$ cat src/verilog/scl_defines.svh
`ifndef SCL_DEFINES_SVH
`define SCL_DEFINES_SVH

// Bank geometry
`define SCL_NUM_BANKS      12
`define SCL_BANK_W         7
`define SCL_BANKS_PER_CH   3
`define SCL_NUM_CH         4
`define SCL_SLOT_STATIC_A  2'h0
`define SCL_SLOT_STATIC_B  2'h1
`define SCL_SLOT_DYNAMIC   2'h2

// Field positions inside the transmit banks
`define SCL_CLKSEL_BIT     0
`define SCL_RATE_BIT       1
`define SCL_SELFTEST_BIT   0
`define SCL_SEC_OE_BIT     0
`define SCL_PRI_OE_BIT     1
`define SCL_RECENTRE_BIT   2

// Initialization values
`define SCL_RST_STATIC_A   7'h01
`define SCL_RST_STATIC_B   7'h01
`define SCL_RST_DYNAMIC    7'h04
`define SCL_RST_OTHER      7'h00

// PLL multipliers
`define SCL_MULT_FULL      5'h0a
`define SCL_MULT_DOUBLE    5'h14

`endif

$ cat src/verilog/scl_pkg.sv
`default_nettype none
package scl_pkg;

    typedef logic [6:0] scl_bank_t;

    typedef enum logic [1:0] {
        SCL_BANK_STATIC_A = 2'b00,
        SCL_BANK_STATIC_B = 2'b01,
        SCL_BANK_DYNAMIC  = 2'b10,
        SCL_BANK_NONE     = 2'b11
    } scl_bank_kind_e;

    typedef struct packed {
        logic       clock_source_sel;
        logic       buffer_bypass;
        logic       pll_rate_sel;
        logic [4:0] pll_multiplier;
        logic       clock_out_double;
        logic       dual_edge_capture;
        logic       selftest_disable;
        logic       selftest_enable;
        logic       primary_out_enable;
        logic       secondary_out_enable;
        logic       primary_power_down;
        logic       secondary_power_down;
        logic       tx_logic_power_down;
        logic       rate_invalid;
    } scl_tx_cfg_s;

endpackage
`default_nettype wire

$ cat src/verilog/scl_pin_sync.sv
`timescale 1ns/1ps
`default_nettype none
module scl_pin_sync #(
    parameter int unsigned      W       = 1,
    parameter logic [W-1:0]     RST_VAL = '0
) (
    // Clock and reset
    input  wire logic         clock_i,
    input  wire logic         rst_i,
    // Pins and filtered levels
    input  wire logic [W-1:0] pin_i,
    output logic      [W-1:0] level_o
);
    logic [W-1:0] s1_q;
    logic [W-1:0] s2_q;
    logic [W-1:0] s3_q;

    // First stage feeds only the second
    always_ff @(posedge clock_i) begin
        if (rst_i) begin
            s1_q <= RST_VAL;
            s2_q <= RST_VAL;
            s3_q <= RST_VAL;
        end else begin
            s1_q <= pin_i;
            s2_q <= s1_q;
            s3_q <= s2_q;
        end
    end

    // Accept a change only once stages two and three agree
    always_ff @(posedge clock_i) begin
        if (rst_i) begin
            level_o <= RST_VAL;
        end else begin
            for (int b = 0; b < int'(W); b++) begin
                if (s2_q[b] == s3_q[b]) begin
                    level_o[b] <= s3_q[b];
                end
            end
        end
    end
endmodule // scl_pin_sync
`default_nettype wire

$ cat src/verilog/scl_recentre.sv
`timescale 1ns/1ps
`default_nettype none
module scl_recentre (
    // Clock and reset
    input  wire logic clock_i,
    input  wire logic rst_i,
    // Request and transmit input clock edge
    input  wire logic request_i,
    input  wire logic tclk_rise_i,
    // One-cycle re-centre pulse
    output logic      recentre_o
);
    logic pending_q;

    // Waits for a transmit input clock edge; a stopped clock holds it
    always_ff @(posedge clock_i) begin
        if (rst_i) begin
            pending_q <= 1'b0;
        end else if (request_i) begin
            pending_q <= 1'b1;
        end else if (tclk_rise_i) begin
            pending_q <= 1'b0;
        end
    end

    always_ff @(posedge clock_i) begin
        if (rst_i) begin
            recentre_o <= 1'b0;
        end else begin
            recentre_o <= pending_q && tclk_rise_i && !request_i;
        end
    end
endmodule // scl_recentre
`default_nettype wire

$ cat src/verilog/scl_config_latch.sv
`timescale 1ns/1ps
`default_nettype none
`include "scl_defines.svh"

////////////////////////////////////////////////////////////////////////////
// Summary of operation
// - Twelve configuration banks, written only, never read back by host
// - Low write strobe loads data bus into bank chosen by address
// - Each bank keeps seven configuration bits
// - Three consecutive banks per channel, banks 0 to 2 for first
// - Addresses 0,1,3,4,6,7,9,10 are static banks
// - Addresses 2,5,8,11 are dynamic banks
// - Writes to one channel never touch another channel's settings
// - Reset loads every bank with its initialization value
// - Clock source select resets to 1; 1 means reference clock, bypass
// - Rate select resets to 0; multiplier 10, or 20 at 1
// - Rate 0 gives full-rate clock out, rate 1 doubles it
// - Source and rate both 1 capture data on both edges
// - Self-test disable resets to 1; writing 0 enables self-test
// - Secondary driver enable resets to 0; 1 enables it
// - Primary driver enable resets to 0; 1 enables it
// - Disabled driver powers down; both off powers down channel logic
// - Reset disables all serial output drivers
// - Re-centre bit resets to 1; writing 0 re-centres phase buffer
// - Re-centre request sampled on transmit input clock rising edges
// - Re-centre bit returns to 1 by itself after use
module scl_config_latch #(
    parameter int unsigned NUM_TX_CH = 2
) (
    // Clock and reset
    input  wire logic                      clock_i,
    input  wire logic                      rst_i,
    // Configuration pins from the host
    input  wire logic [3:0]                config_addr_i,
    input  wire logic [7:0]                config_data_i,
    input  wire logic                      config_write_strobe_n_i,
    // Transmit channel pins
    input  wire logic [NUM_TX_CH-1:0]      speed_range_sel_i,
    input  wire logic [NUM_TX_CH-1:0]      tx_input_clock_i,
    // Transmit configuration
    output var  scl_pkg::scl_tx_cfg_s [NUM_TX_CH-1:0] tx_cfg_o,
    output logic [NUM_TX_CH-1:0]           phase_buffer_recentre_o,
    // Raw bank image for the receive side
    output var  scl_pkg::scl_bank_t [`SCL_NUM_BANKS-1:0] bank_image_o,
    // Write activity
    output logic                           static_write_o,
    output logic                           dynamic_write_o,
    output logic                           unmapped_write_o
);
    import scl_pkg::*;

    localparam int unsigned SW = 13 + 2 * NUM_TX_CH;

    ////////////////////////////////////////////////////////////////////////
    // Functions

    function automatic scl_bank_kind_e bank_kind(input logic [3:0] addr);
        scl_bank_kind_e k;
        k = SCL_BANK_NONE;
        if (addr < 4'(`SCL_NUM_BANKS)) begin
            unique case (2'(addr % 4'(`SCL_BANKS_PER_CH)))
                `SCL_SLOT_STATIC_A: k = SCL_BANK_STATIC_A;
                `SCL_SLOT_STATIC_B: k = SCL_BANK_STATIC_B;
                `SCL_SLOT_DYNAMIC:  k = SCL_BANK_DYNAMIC;
                default:            k = SCL_BANK_NONE;
            endcase
        end
        return k;
    endfunction

    function automatic scl_bank_t bank_reset(input logic [3:0] addr);
        scl_bank_t v;
        v = `SCL_RST_OTHER;
        if (int'(addr / 4'(`SCL_BANKS_PER_CH)) < int'(NUM_TX_CH)) begin
            unique case (bank_kind(addr))
                SCL_BANK_STATIC_A: v = `SCL_RST_STATIC_A;
                SCL_BANK_STATIC_B: v = `SCL_RST_STATIC_B;
                SCL_BANK_DYNAMIC:  v = `SCL_RST_DYNAMIC;
                SCL_BANK_NONE:     v = `SCL_RST_OTHER;
            endcase
        end
        return v;
    endfunction

    // One-hot bank select; codes 12 to 15 select nothing
    function automatic logic [`SCL_NUM_BANKS-1:0] bank_select(
        input logic [3:0] addr
    );
        logic [`SCL_NUM_BANKS-1:0] s;
        s = '0;
        for (int i = 0; i < `SCL_NUM_BANKS; i++) begin
            s[i] = (addr == 4'(i));
        end
        return s;
    endfunction

    function automatic scl_tx_cfg_s cfg_build(
        input scl_bank_t sa,
        input scl_bank_t sb,
        input scl_bank_t dy,
        input logic      spd
    );
        scl_tx_cfg_s c;
        c = '0;
        c.clock_source_sel     = sa[`SCL_CLKSEL_BIT];
        c.buffer_bypass        = sa[`SCL_CLKSEL_BIT];
        c.pll_rate_sel         = sa[`SCL_RATE_BIT];
        c.pll_multiplier       = sa[`SCL_RATE_BIT] ? `SCL_MULT_DOUBLE
                                                   : `SCL_MULT_FULL;
        c.clock_out_double     = sa[`SCL_RATE_BIT];
        c.dual_edge_capture    = sa[`SCL_CLKSEL_BIT]
                              && sa[`SCL_RATE_BIT];
        c.selftest_disable     = sb[`SCL_SELFTEST_BIT];
        c.selftest_enable      = !sb[`SCL_SELFTEST_BIT];
        c.primary_out_enable   = dy[`SCL_PRI_OE_BIT];
        c.secondary_out_enable = dy[`SCL_SEC_OE_BIT];
        c.primary_power_down   = !dy[`SCL_PRI_OE_BIT];
        c.secondary_power_down = !dy[`SCL_SEC_OE_BIT];
        c.tx_logic_power_down  = !dy[`SCL_PRI_OE_BIT]
                              && !dy[`SCL_SEC_OE_BIT];
        // Reserved combination is flagged, not corrected
        c.rate_invalid         = sa[`SCL_RATE_BIT] && !spd;
        return c;
    endfunction

    ////////////////////////////////////////////////////////////////////////
    // Pin synchronisation

    logic [SW-1:0]          sync_level;
    logic                   strobe_n_s;
    logic [3:0]             addr_s;
    logic [7:0]             data_s;
    logic [NUM_TX_CH-1:0]   spd_s;
    logic [NUM_TX_CH-1:0]   tclk_s;

    // Strobe idles high, so it leaves reset inactive
    scl_pin_sync #(
        .W       (SW),
        .RST_VAL (SW'(1))
    ) u_pin_sync (
        .clock_i (clock_i),
        .rst_i   (rst_i),
        .pin_i   ({tx_input_clock_i, speed_range_sel_i, config_data_i,
                   config_addr_i, config_write_strobe_n_i}),
        .level_o (sync_level)
    );

    // Address and data share the strobe's latency
    assign strobe_n_s = sync_level[0];
    assign addr_s     = sync_level[4:1];
    assign data_s     = sync_level[12:5];
    assign spd_s      = sync_level[13 +: NUM_TX_CH];
    assign tclk_s     = sync_level[13 + NUM_TX_CH +: NUM_TX_CH];

    ////////////////////////////////////////////////////////////////////////
    // Write qualification

    scl_bank_kind_e wr_kind;
    logic           wr_active;
    logic           wr_hit;
    logic           wr_prev_q;
    logic           wr_start;
    logic           wr_end;
    logic [3:0]     wr_addr_q;
    logic [`SCL_NUM_BANKS-1:0] wr_sel;

    assign wr_sel    = bank_select(addr_s);
    assign wr_kind   = bank_kind(addr_s);
    assign wr_active = !strobe_n_s;
    assign wr_hit    = wr_active && (wr_kind != SCL_BANK_NONE);
    assign wr_start  = wr_active && !wr_prev_q;
    assign wr_end    = !wr_active && wr_prev_q;

    always_ff @(posedge clock_i) begin
        if (rst_i) begin
            wr_prev_q <= 1'b0;
        end else begin
            wr_prev_q <= wr_active;
        end
    end

    // Address of the write in progress, kept past the strobe's end
    always_ff @(posedge clock_i) begin
        if (rst_i) begin
            wr_addr_q <= 4'hf;
        end else if (wr_active) begin
            wr_addr_q <= addr_s;
        end
    end

    ////////////////////////////////////////////////////////////////////////
    // Latch banks

    logic [`SCL_NUM_CH-1:0] recentre_done;

    always_comb begin
        recentre_done = '0;
        recentre_done[NUM_TX_CH-1:0] = phase_buffer_recentre_o;
    end

    // Level-sensitive: the bank follows the data bus while strobed
    always_ff @(posedge clock_i) begin
        for (int i = 0; i < `SCL_NUM_BANKS; i++) begin
            if (rst_i) begin
                bank_image_o[i] <= bank_reset(4'(i));
            end else if (wr_hit && wr_sel[i]) begin
                // Only the addressed bank moves
                bank_image_o[i] <= data_s[`SCL_BANK_W-1:0];
            end else if (bank_kind(4'(i)) == SCL_BANK_DYNAMIC
                      && recentre_done[i / `SCL_BANKS_PER_CH]) begin
                // A write in the same cycle takes precedence
                bank_image_o[i][`SCL_RECENTRE_BIT] <= 1'b1;
            end
        end
    end

    ////////////////////////////////////////////////////////////////////////
    // Write activity pulses

    always_ff @(posedge clock_i) begin
        if (rst_i) begin
            static_write_o   <= 1'b0;
            dynamic_write_o  <= 1'b0;
            unmapped_write_o <= 1'b0;
        end else begin
            static_write_o   <= wr_start
                             && (wr_kind == SCL_BANK_STATIC_A
                              || wr_kind == SCL_BANK_STATIC_B);
            dynamic_write_o  <= wr_start
                             && wr_kind == SCL_BANK_DYNAMIC;
            unmapped_write_o <= wr_start
                             && wr_kind == SCL_BANK_NONE;
        end
    end

    ////////////////////////////////////////////////////////////////////////
    // Transmit input clock edges

    logic [NUM_TX_CH-1:0] tclk_prev_q;
    logic [NUM_TX_CH-1:0] tclk_rise;

    always_ff @(posedge clock_i) begin
        if (rst_i) begin
            tclk_prev_q <= '0;
        end else begin
            tclk_prev_q <= tclk_s;
        end
    end

    assign tclk_rise = tclk_s & ~tclk_prev_q;

    ////////////////////////////////////////////////////////////////////////
    // Per-channel decode

    for (genvar c = 0; c < int'(NUM_TX_CH); c++) begin : g_ch
        localparam int BASE = c * `SCL_BANKS_PER_CH;
        localparam logic [3:0] DYN_ADDR = 4'(BASE + 2);

        logic rc_request;

        // Taken once the write ends, so the last data value decides
        assign rc_request = wr_end && wr_addr_q == DYN_ADDR
            && !bank_image_o[BASE + 2][`SCL_RECENTRE_BIT];

        scl_recentre u_recentre (
            .clock_i     (clock_i),
            .rst_i       (rst_i),
            .request_i   (rc_request),
            .tclk_rise_i (tclk_rise[c]),
            .recentre_o  (phase_buffer_recentre_o[c])
        );

        // Drivers stay off through reset
        always_ff @(posedge clock_i) begin
            if (rst_i) begin
                tx_cfg_o[c] <= cfg_build(bank_reset(4'(BASE)),
                                         bank_reset(4'(BASE + 1)),
                                         bank_reset(4'(BASE + 2)),
                                         1'b1);
            end else begin
                tx_cfg_o[c] <= cfg_build(bank_image_o[BASE],
                                         bank_image_o[BASE + 1],
                                         bank_image_o[BASE + 2],
                                         spd_s[c]);
            end
        end
    end

endmodule // scl_config_latch
`default_nettype wire

$ cat config.mk
export PLATFORM = sky130hd
export DESIGN_NAME = scl_config_latch
export DESIGN_NICKNAME = d
export VERILOG_FILES = /design/src/verilog/scl_pkg.sv /design/src/verilog/scl_pin_sync.sv /design/src/verilog/scl_recentre.sv /design/src/verilog/scl_config_latch.sv
export VERILOG_INCLUDE_DIRS = /design/src /design/src/verilog
export SDC_FILE = /design/constraint.sdc
export NUM_CORES = 1
export LEC_CHECK = 0
export BUFFER_PORTS_ARGS = -buffer_cell sky130_fd_sc_hd__buf_2
export CORE_ASPECT_RATIO = 1.25
export CORE_MARGIN = 2
export CORE_UTILIZATION = 57
export CTS_BUF_LIST = sky130_fd_sc_hd__clkbuf_16
export CTS_CLUSTER_DIAMETER = 80
export DETAILED_ROUTE_END_ITERATION = 10
export MAX_ROUTING_LAYER = met4
export PLACE_DENSITY_LB_ADDON = 0.05
export SLEW_MARGIN = 10
export SYNTH_ARGS = -nofsm -noshare
export SYNTH_HDL_FRONTEND = slang
export SYNTH_SLANG_ARGS = --single-unit
$ cat constraint.sdc
create_clock -name clock_i -period 7.1 [get_ports clock_i]
set_clock_uncertainty 0.2 [all_clocks]
set_input_delay 1.42 -clock clock_i [delete_from_list [all_inputs] [get_ports clock_i]]
set_output_delay 1.42 -clock clock_i [all_outputs]
set_load 0.02 [all_outputs]
==> impl_metrics.prom <==
# TYPE chip_impl_metric gauge
chip_impl_metric{name="postSynthRegisterBits",unit=""} 186
chip_impl_info{name="synth_flop_cell",value="dfxtp_1"} 1
chip_impl_metric{name="seq_area_frac_synth",unit="%"} 65.4
chip_impl_metric{name="floorplan.die_area",unit="um2"} 12000
chip_impl_metric{name="max_clock_freq",unit="GHz"} 0.239
chip_impl_metric{name="cts-buffers-inserted",unit=""} 17
chip_impl_metric{name="max_cap_violations",unit=""} 0
chip_impl_metric{name="ys_async_sr_fraction",unit="%"} 0
chip_impl_metric{name="area.growth.synth_to_final",unit="%"} 19.6
chip_impl_info{name="timing.critical_path.max_delay_family",value="compound AO/OA/AOI/OAI gates"} 1
chip_impl_metric{name="gp_congestion",unit=""} 0.805
chip_impl_info{name="timing.critical_path.mode_cell",value="ha_1"} 1
chip_impl_info{name="synth_top_family_by_area",value="simple AND/OR/NAND/NOR gates"} 1
chip_impl_info{name="worstPathCellList",value="or2b_1 > inv_1 > ha_1 > inv_1 > ha_1 > nand3_1 > o21ai_0 > ha_1 > nor3b_1 > a21boi_0 > o211ai_1 > a21bo_1 > nand2_1 > o21bai_1"} 1
chip_impl_metric{name="power_leakage",unit="uW"} 0.00333
chip_impl_metric{name="cp.buffers_inverters",unit=""} 2
chip_impl_info{name="worstHoldStart",value="u_pin_sync.s1_q[0]$_SDFF_PP1_"} 1
chip_impl_metric{name="synth_compound_area_share",unit="%"} 5.65
chip_impl_metric{name="post-synth-top-area-fraction",unit="%"} 45.5
chip_impl_metric{name="grt_max_degree",unit=""} 94
chip_impl_metric{name="total_power",unit="uW"} 2130
chip_impl_info{name="synth.top_cells.by_area",value="dfxtp_1 (46%), edfxtp_1 (20%), mux2i_1 (6.6%), nor2b_1 (5.1%), nand2b_1 (4.0%)"} 1
chip_impl_metric{name="slew_headroom",unit="%"} 40.0
chip_impl_metric{name="drive_gt1_share",unit="%"} 27.4
chip_impl_info{name="cp-startpoint",value="u_pin_sync.level_o[3]$_SDFFE_PP0N_"} 1
chip_impl_metric{name="route.antenna.remaining_nets",unit=""} 0
chip_impl_metric{name="die_height",unit="um"} 122
chip_impl_metric{name="cp_data_required_time",unit="ps"} 6950
chip_impl_info{name="min-delay-path-class",value="flop to flop"} 1
chip_impl_metric{name="clk_pin_slew",unit="ps"} 60
chip_impl_metric{name="portion_of_netlist_area_occupied_by_mux_cells",unit="%"} 6.64
chip_impl_metric{name="placed_cells_incl_taps",unit=""} 774
chip_impl_info{name="mostFrequentLayoutCell",value="dfxtp_1"} 1
chip_impl_metric{name="grtUsageTotal",unit="%"} 19.9
chip_impl_metric{name="post_placement_cell_area",unit="um2"} 6980
chip_impl_metric{name="hold_violations",unit=""} 0
chip_impl_metric{name="synthCells",unit=""} 537
chip_impl_metric{name="synth_warnings",unit=""} 0
chip_impl_info{name="rsz0062_at_grt",value="false"} 1
chip_impl_metric{name="initialDrtViolationCount",unit=""} 164
chip_impl_metric{name="numClockSinks",unit=""} 186
chip_impl_metric{name="start_util",unit="%"} 57.7
chip_impl_info{name="post-synth-top-area-cell",value="dfxtp_1"} 1
chip_impl_metric{name="irDropWorstVdd",unit="mV"} 0.163
chip_impl_metric{name="final_min_period_over_clock_period",unit="%"} 58.8
chip_impl_metric{name="synth_area_per_cell",unit="um2"} 11.8
chip_impl_metric{name="final_nets",unit=""} 680
chip_impl_metric{name="finish.cell_count_without_fillers",unit=""} 806
chip_impl_metric{name="final_hold_slack",unit="ps"} 211
chip_impl_metric{name="grt_remaining_overflow",unit=""} 0
chip_impl_metric{name="postCtsSetupBuffers",unit=""} 0
chip_impl_info{name="slowest_stage",value="o21bai_1"} 1
chip_impl_metric{name="data_arrival_time_of_the_critical_path",unit="ps"} 4030
chip_impl_metric{name="ctsHoldBuffers",unit=""} 0
chip_impl_metric{name="critical-path-max-stage-delay",unit="ps"} 610
chip_impl_metric{name="drt_drc_violations_left",unit=""} 0
chip_impl_metric{name="worstSkewPairLatency",unit="ps"} 420
chip_impl_metric{name="finalMaxSlewViolations",unit=""} 0
chip_impl_metric{name="final.setup.tns",unit="ps"} 0
chip_impl_info{name="regToRegStartpoint",value="u_pin_sync.level_o[3]$_SDFFE_PP0N_"} 1
chip_impl_metric{name="vias",unit=""} 3982
chip_impl_metric{name="final-setup-viol-count",unit=""} 0
chip_impl_metric{name="global_route_wire_length_before_repair",unit="mm"} 17.8
chip_impl_info{name="criticalPathCategory",value="flop to flop"} 1
chip_impl_metric{name="post_cts.resized_instances",unit=""} 0
chip_impl_metric{name="synthXorXnorAreaFrac",unit="%"} 0.257
chip_impl_metric{name="crit_fanout",unit=""} 8
chip_impl_metric{name="route.detailed.wl_per_inst",unit="um"} 13.8
chip_impl_metric{name="placement_rows",unit=""} 43
chip_impl_metric{name="drtPass1Iterations",unit=""} 4
chip_impl_metric{name="synth-edff-count",unit=""} 42
chip_impl_metric{name="adder_and_majority_gate_portion_of_the_synthesized_area",unit="%"} 0.593
chip_impl_info{name="run_status",value="completed"} 1
chip_impl_metric{name="number_of_diodes_added_for_antenna_fixing",unit=""} 0
chip_impl_metric{name="layout.filler_cells",unit=""} 829
chip_impl_metric{name="final_design_area_no_fill",unit="um2"} 7570
chip_impl_info{name="critical_path.startpoint_type",value="flop"} 1
chip_impl_metric{name="final_period_minus_worst_setup_slack",unit="ps"} 4180
chip_impl_metric{name="grt_antenna_before_repair",unit=""} 0
chip_impl_metric{name="number_of_global_route_vias_before_repair",unit=""} 3607
chip_impl_metric{name="die_x",unit="um"} 98.3
chip_impl_metric{name="cts_max_path_buffers",unit=""} 2
chip_impl_metric{name="synth_simple_gate_area_share",unit="%"} 16.4
chip_impl_metric{name="timing_worst_slew_pin_value",unit="ps"} 896
chip_impl_info{name="layout_common_cells",value="dfxtp_1 (144), buf_2 (139), nor2b_1 (52)"} 1
chip_impl_metric{name="detailedPlacementHpwl",unit="mm"} 7.58
chip_impl_info{name="clk_root_buffer_cell",value="clkbuf_16"} 1
chip_impl_metric{name="syn_area",unit="um2"} 6330
chip_impl_info{name="critPathCaptureType",value="flop"} 1
chip_impl_metric{name="power_density",unit="nW/um2"} 281
chip_impl_metric{name="htree_levels",unit=""} 4
chip_impl_metric{name="core_region_area",unit="um2"} 11000
chip_impl_metric{name="synth_cell_type_count",unit=""} 43
chip_impl_info{name="cts_tree",value="built"} 1
chip_impl_metric{name="design.portCount",unit=""} 144
chip_impl_metric{name="viasPerCell",unit=""} 4.94
chip_impl_metric{name="numPortBuffers",unit=""} 140
chip_impl_metric{name="finalWirelength",unit="mm"} 11.1
-- cells by family (layout without fill, tap and decap cells) --
kind of cell             after synthesis  after routing
buffers and inverters                 60            193
other                                  1              2
adder cells (fa/ha/maj)                3              3
XOR/XNOR                               1              1
AND/OR/NAND/NOR                      183            183
flip-flops                           186            186
AO/OA/AOI/OAI                         61             61
multiplexers                          42             42
-- flip-flops by register name (all words and copies together), names as in the netlist, 2 cells and up --
signal                      count
wr_addr_q                       4
u_pin_sync.s3_q                16
bank_image_o                   84
g_ch.u_recentre.pending_q       2
g_ch.u_recentre.recentre_o      2
u_pin_sync.s1_q                16
u_pin_sync.level_o             16
tx_cfg_o                       24
u_pin_sync.s2_q                16
tclk_prev_q                     2
-- cells in the mapped netlist, types with 3 or more instances --
cell      number
or2_2          7
nand3b_1       3
and2_1         4
nand2_1       23
buf_4         15
inv_1         20
nor2_1        33
mux2i_1       42
nand2b_1      40
dfxtp_1      144
edfxtp_1      42
o21ai_0       20
buf_6          4
o21bai_1       4
a21o_1         5
nand3_1        3
nor3_1         4
ha_1           3
clkbuf_1      20
nor2b_1       52
a211o_1        3
a21oi_1       22
-- layout make-up --
type	count	area [um2]	area share, %
well taps	135	169	2.23
multi-input cells	292	1880	24.8
repair buffers	141	711	9.38
clock buffers	18	450	5.95
flip-flops and latches	186	4140	54.7
inverters	20	75.1	0.991
clock inverters	14	144	1.90
-- worst paths after layout --
check / to / slack (ps) / depth (start not counted)
min reg2reg: u_pin_sync.s2_q[0]$_SDFF_PP1_ / 210 / 1
max reg2reg: bank_image_o[22]$_SDFFCE_PP0P_ / 2920 / 14
max: bank_image_o[22]$_SDFFCE_PP0P_ / 2920 / 14
min: u_pin_sync.s2_q[0]$_SDFF_PP1_ / 210 / 1
-- routing by layer --
metal	track usage [%]	wire length [um]
met1	24.8	4870
met2	31.1	5470
met3	5.74	597
met4	7.36	154
met5	-	0
-- through the flow --
step           setup WS, ps  util, %
2_1_floorplan          3600        -
3_3_place_gp           3110     63.6
3_5_place_dp           2940     63.6
4_1_cts                2900     69.0
5_1_grt                2550     69.0
6_report               2920     69.0
-- worst register-to-register path, stage by stage (launching register included) --
cell	delay, ps
dfxtp_1	500
or2b_1	340
inv_1	80
ha_1	130
inv_1	40
ha_1	230
nand3_1	100
o21ai_0	90
ha_1	220
nor3b_1	340
a21boi_0	310
o211ai_1	160
a21bo_1	340
nand2_1	130
o21bai_1	610
-- power breakdown --
part	internal [uW]	switching, uW
Sequential	1110	8.90
Clock	540	392
Combinational	28.5	51.3
Total	1680	452
Power figures use the tool's default switching activity.
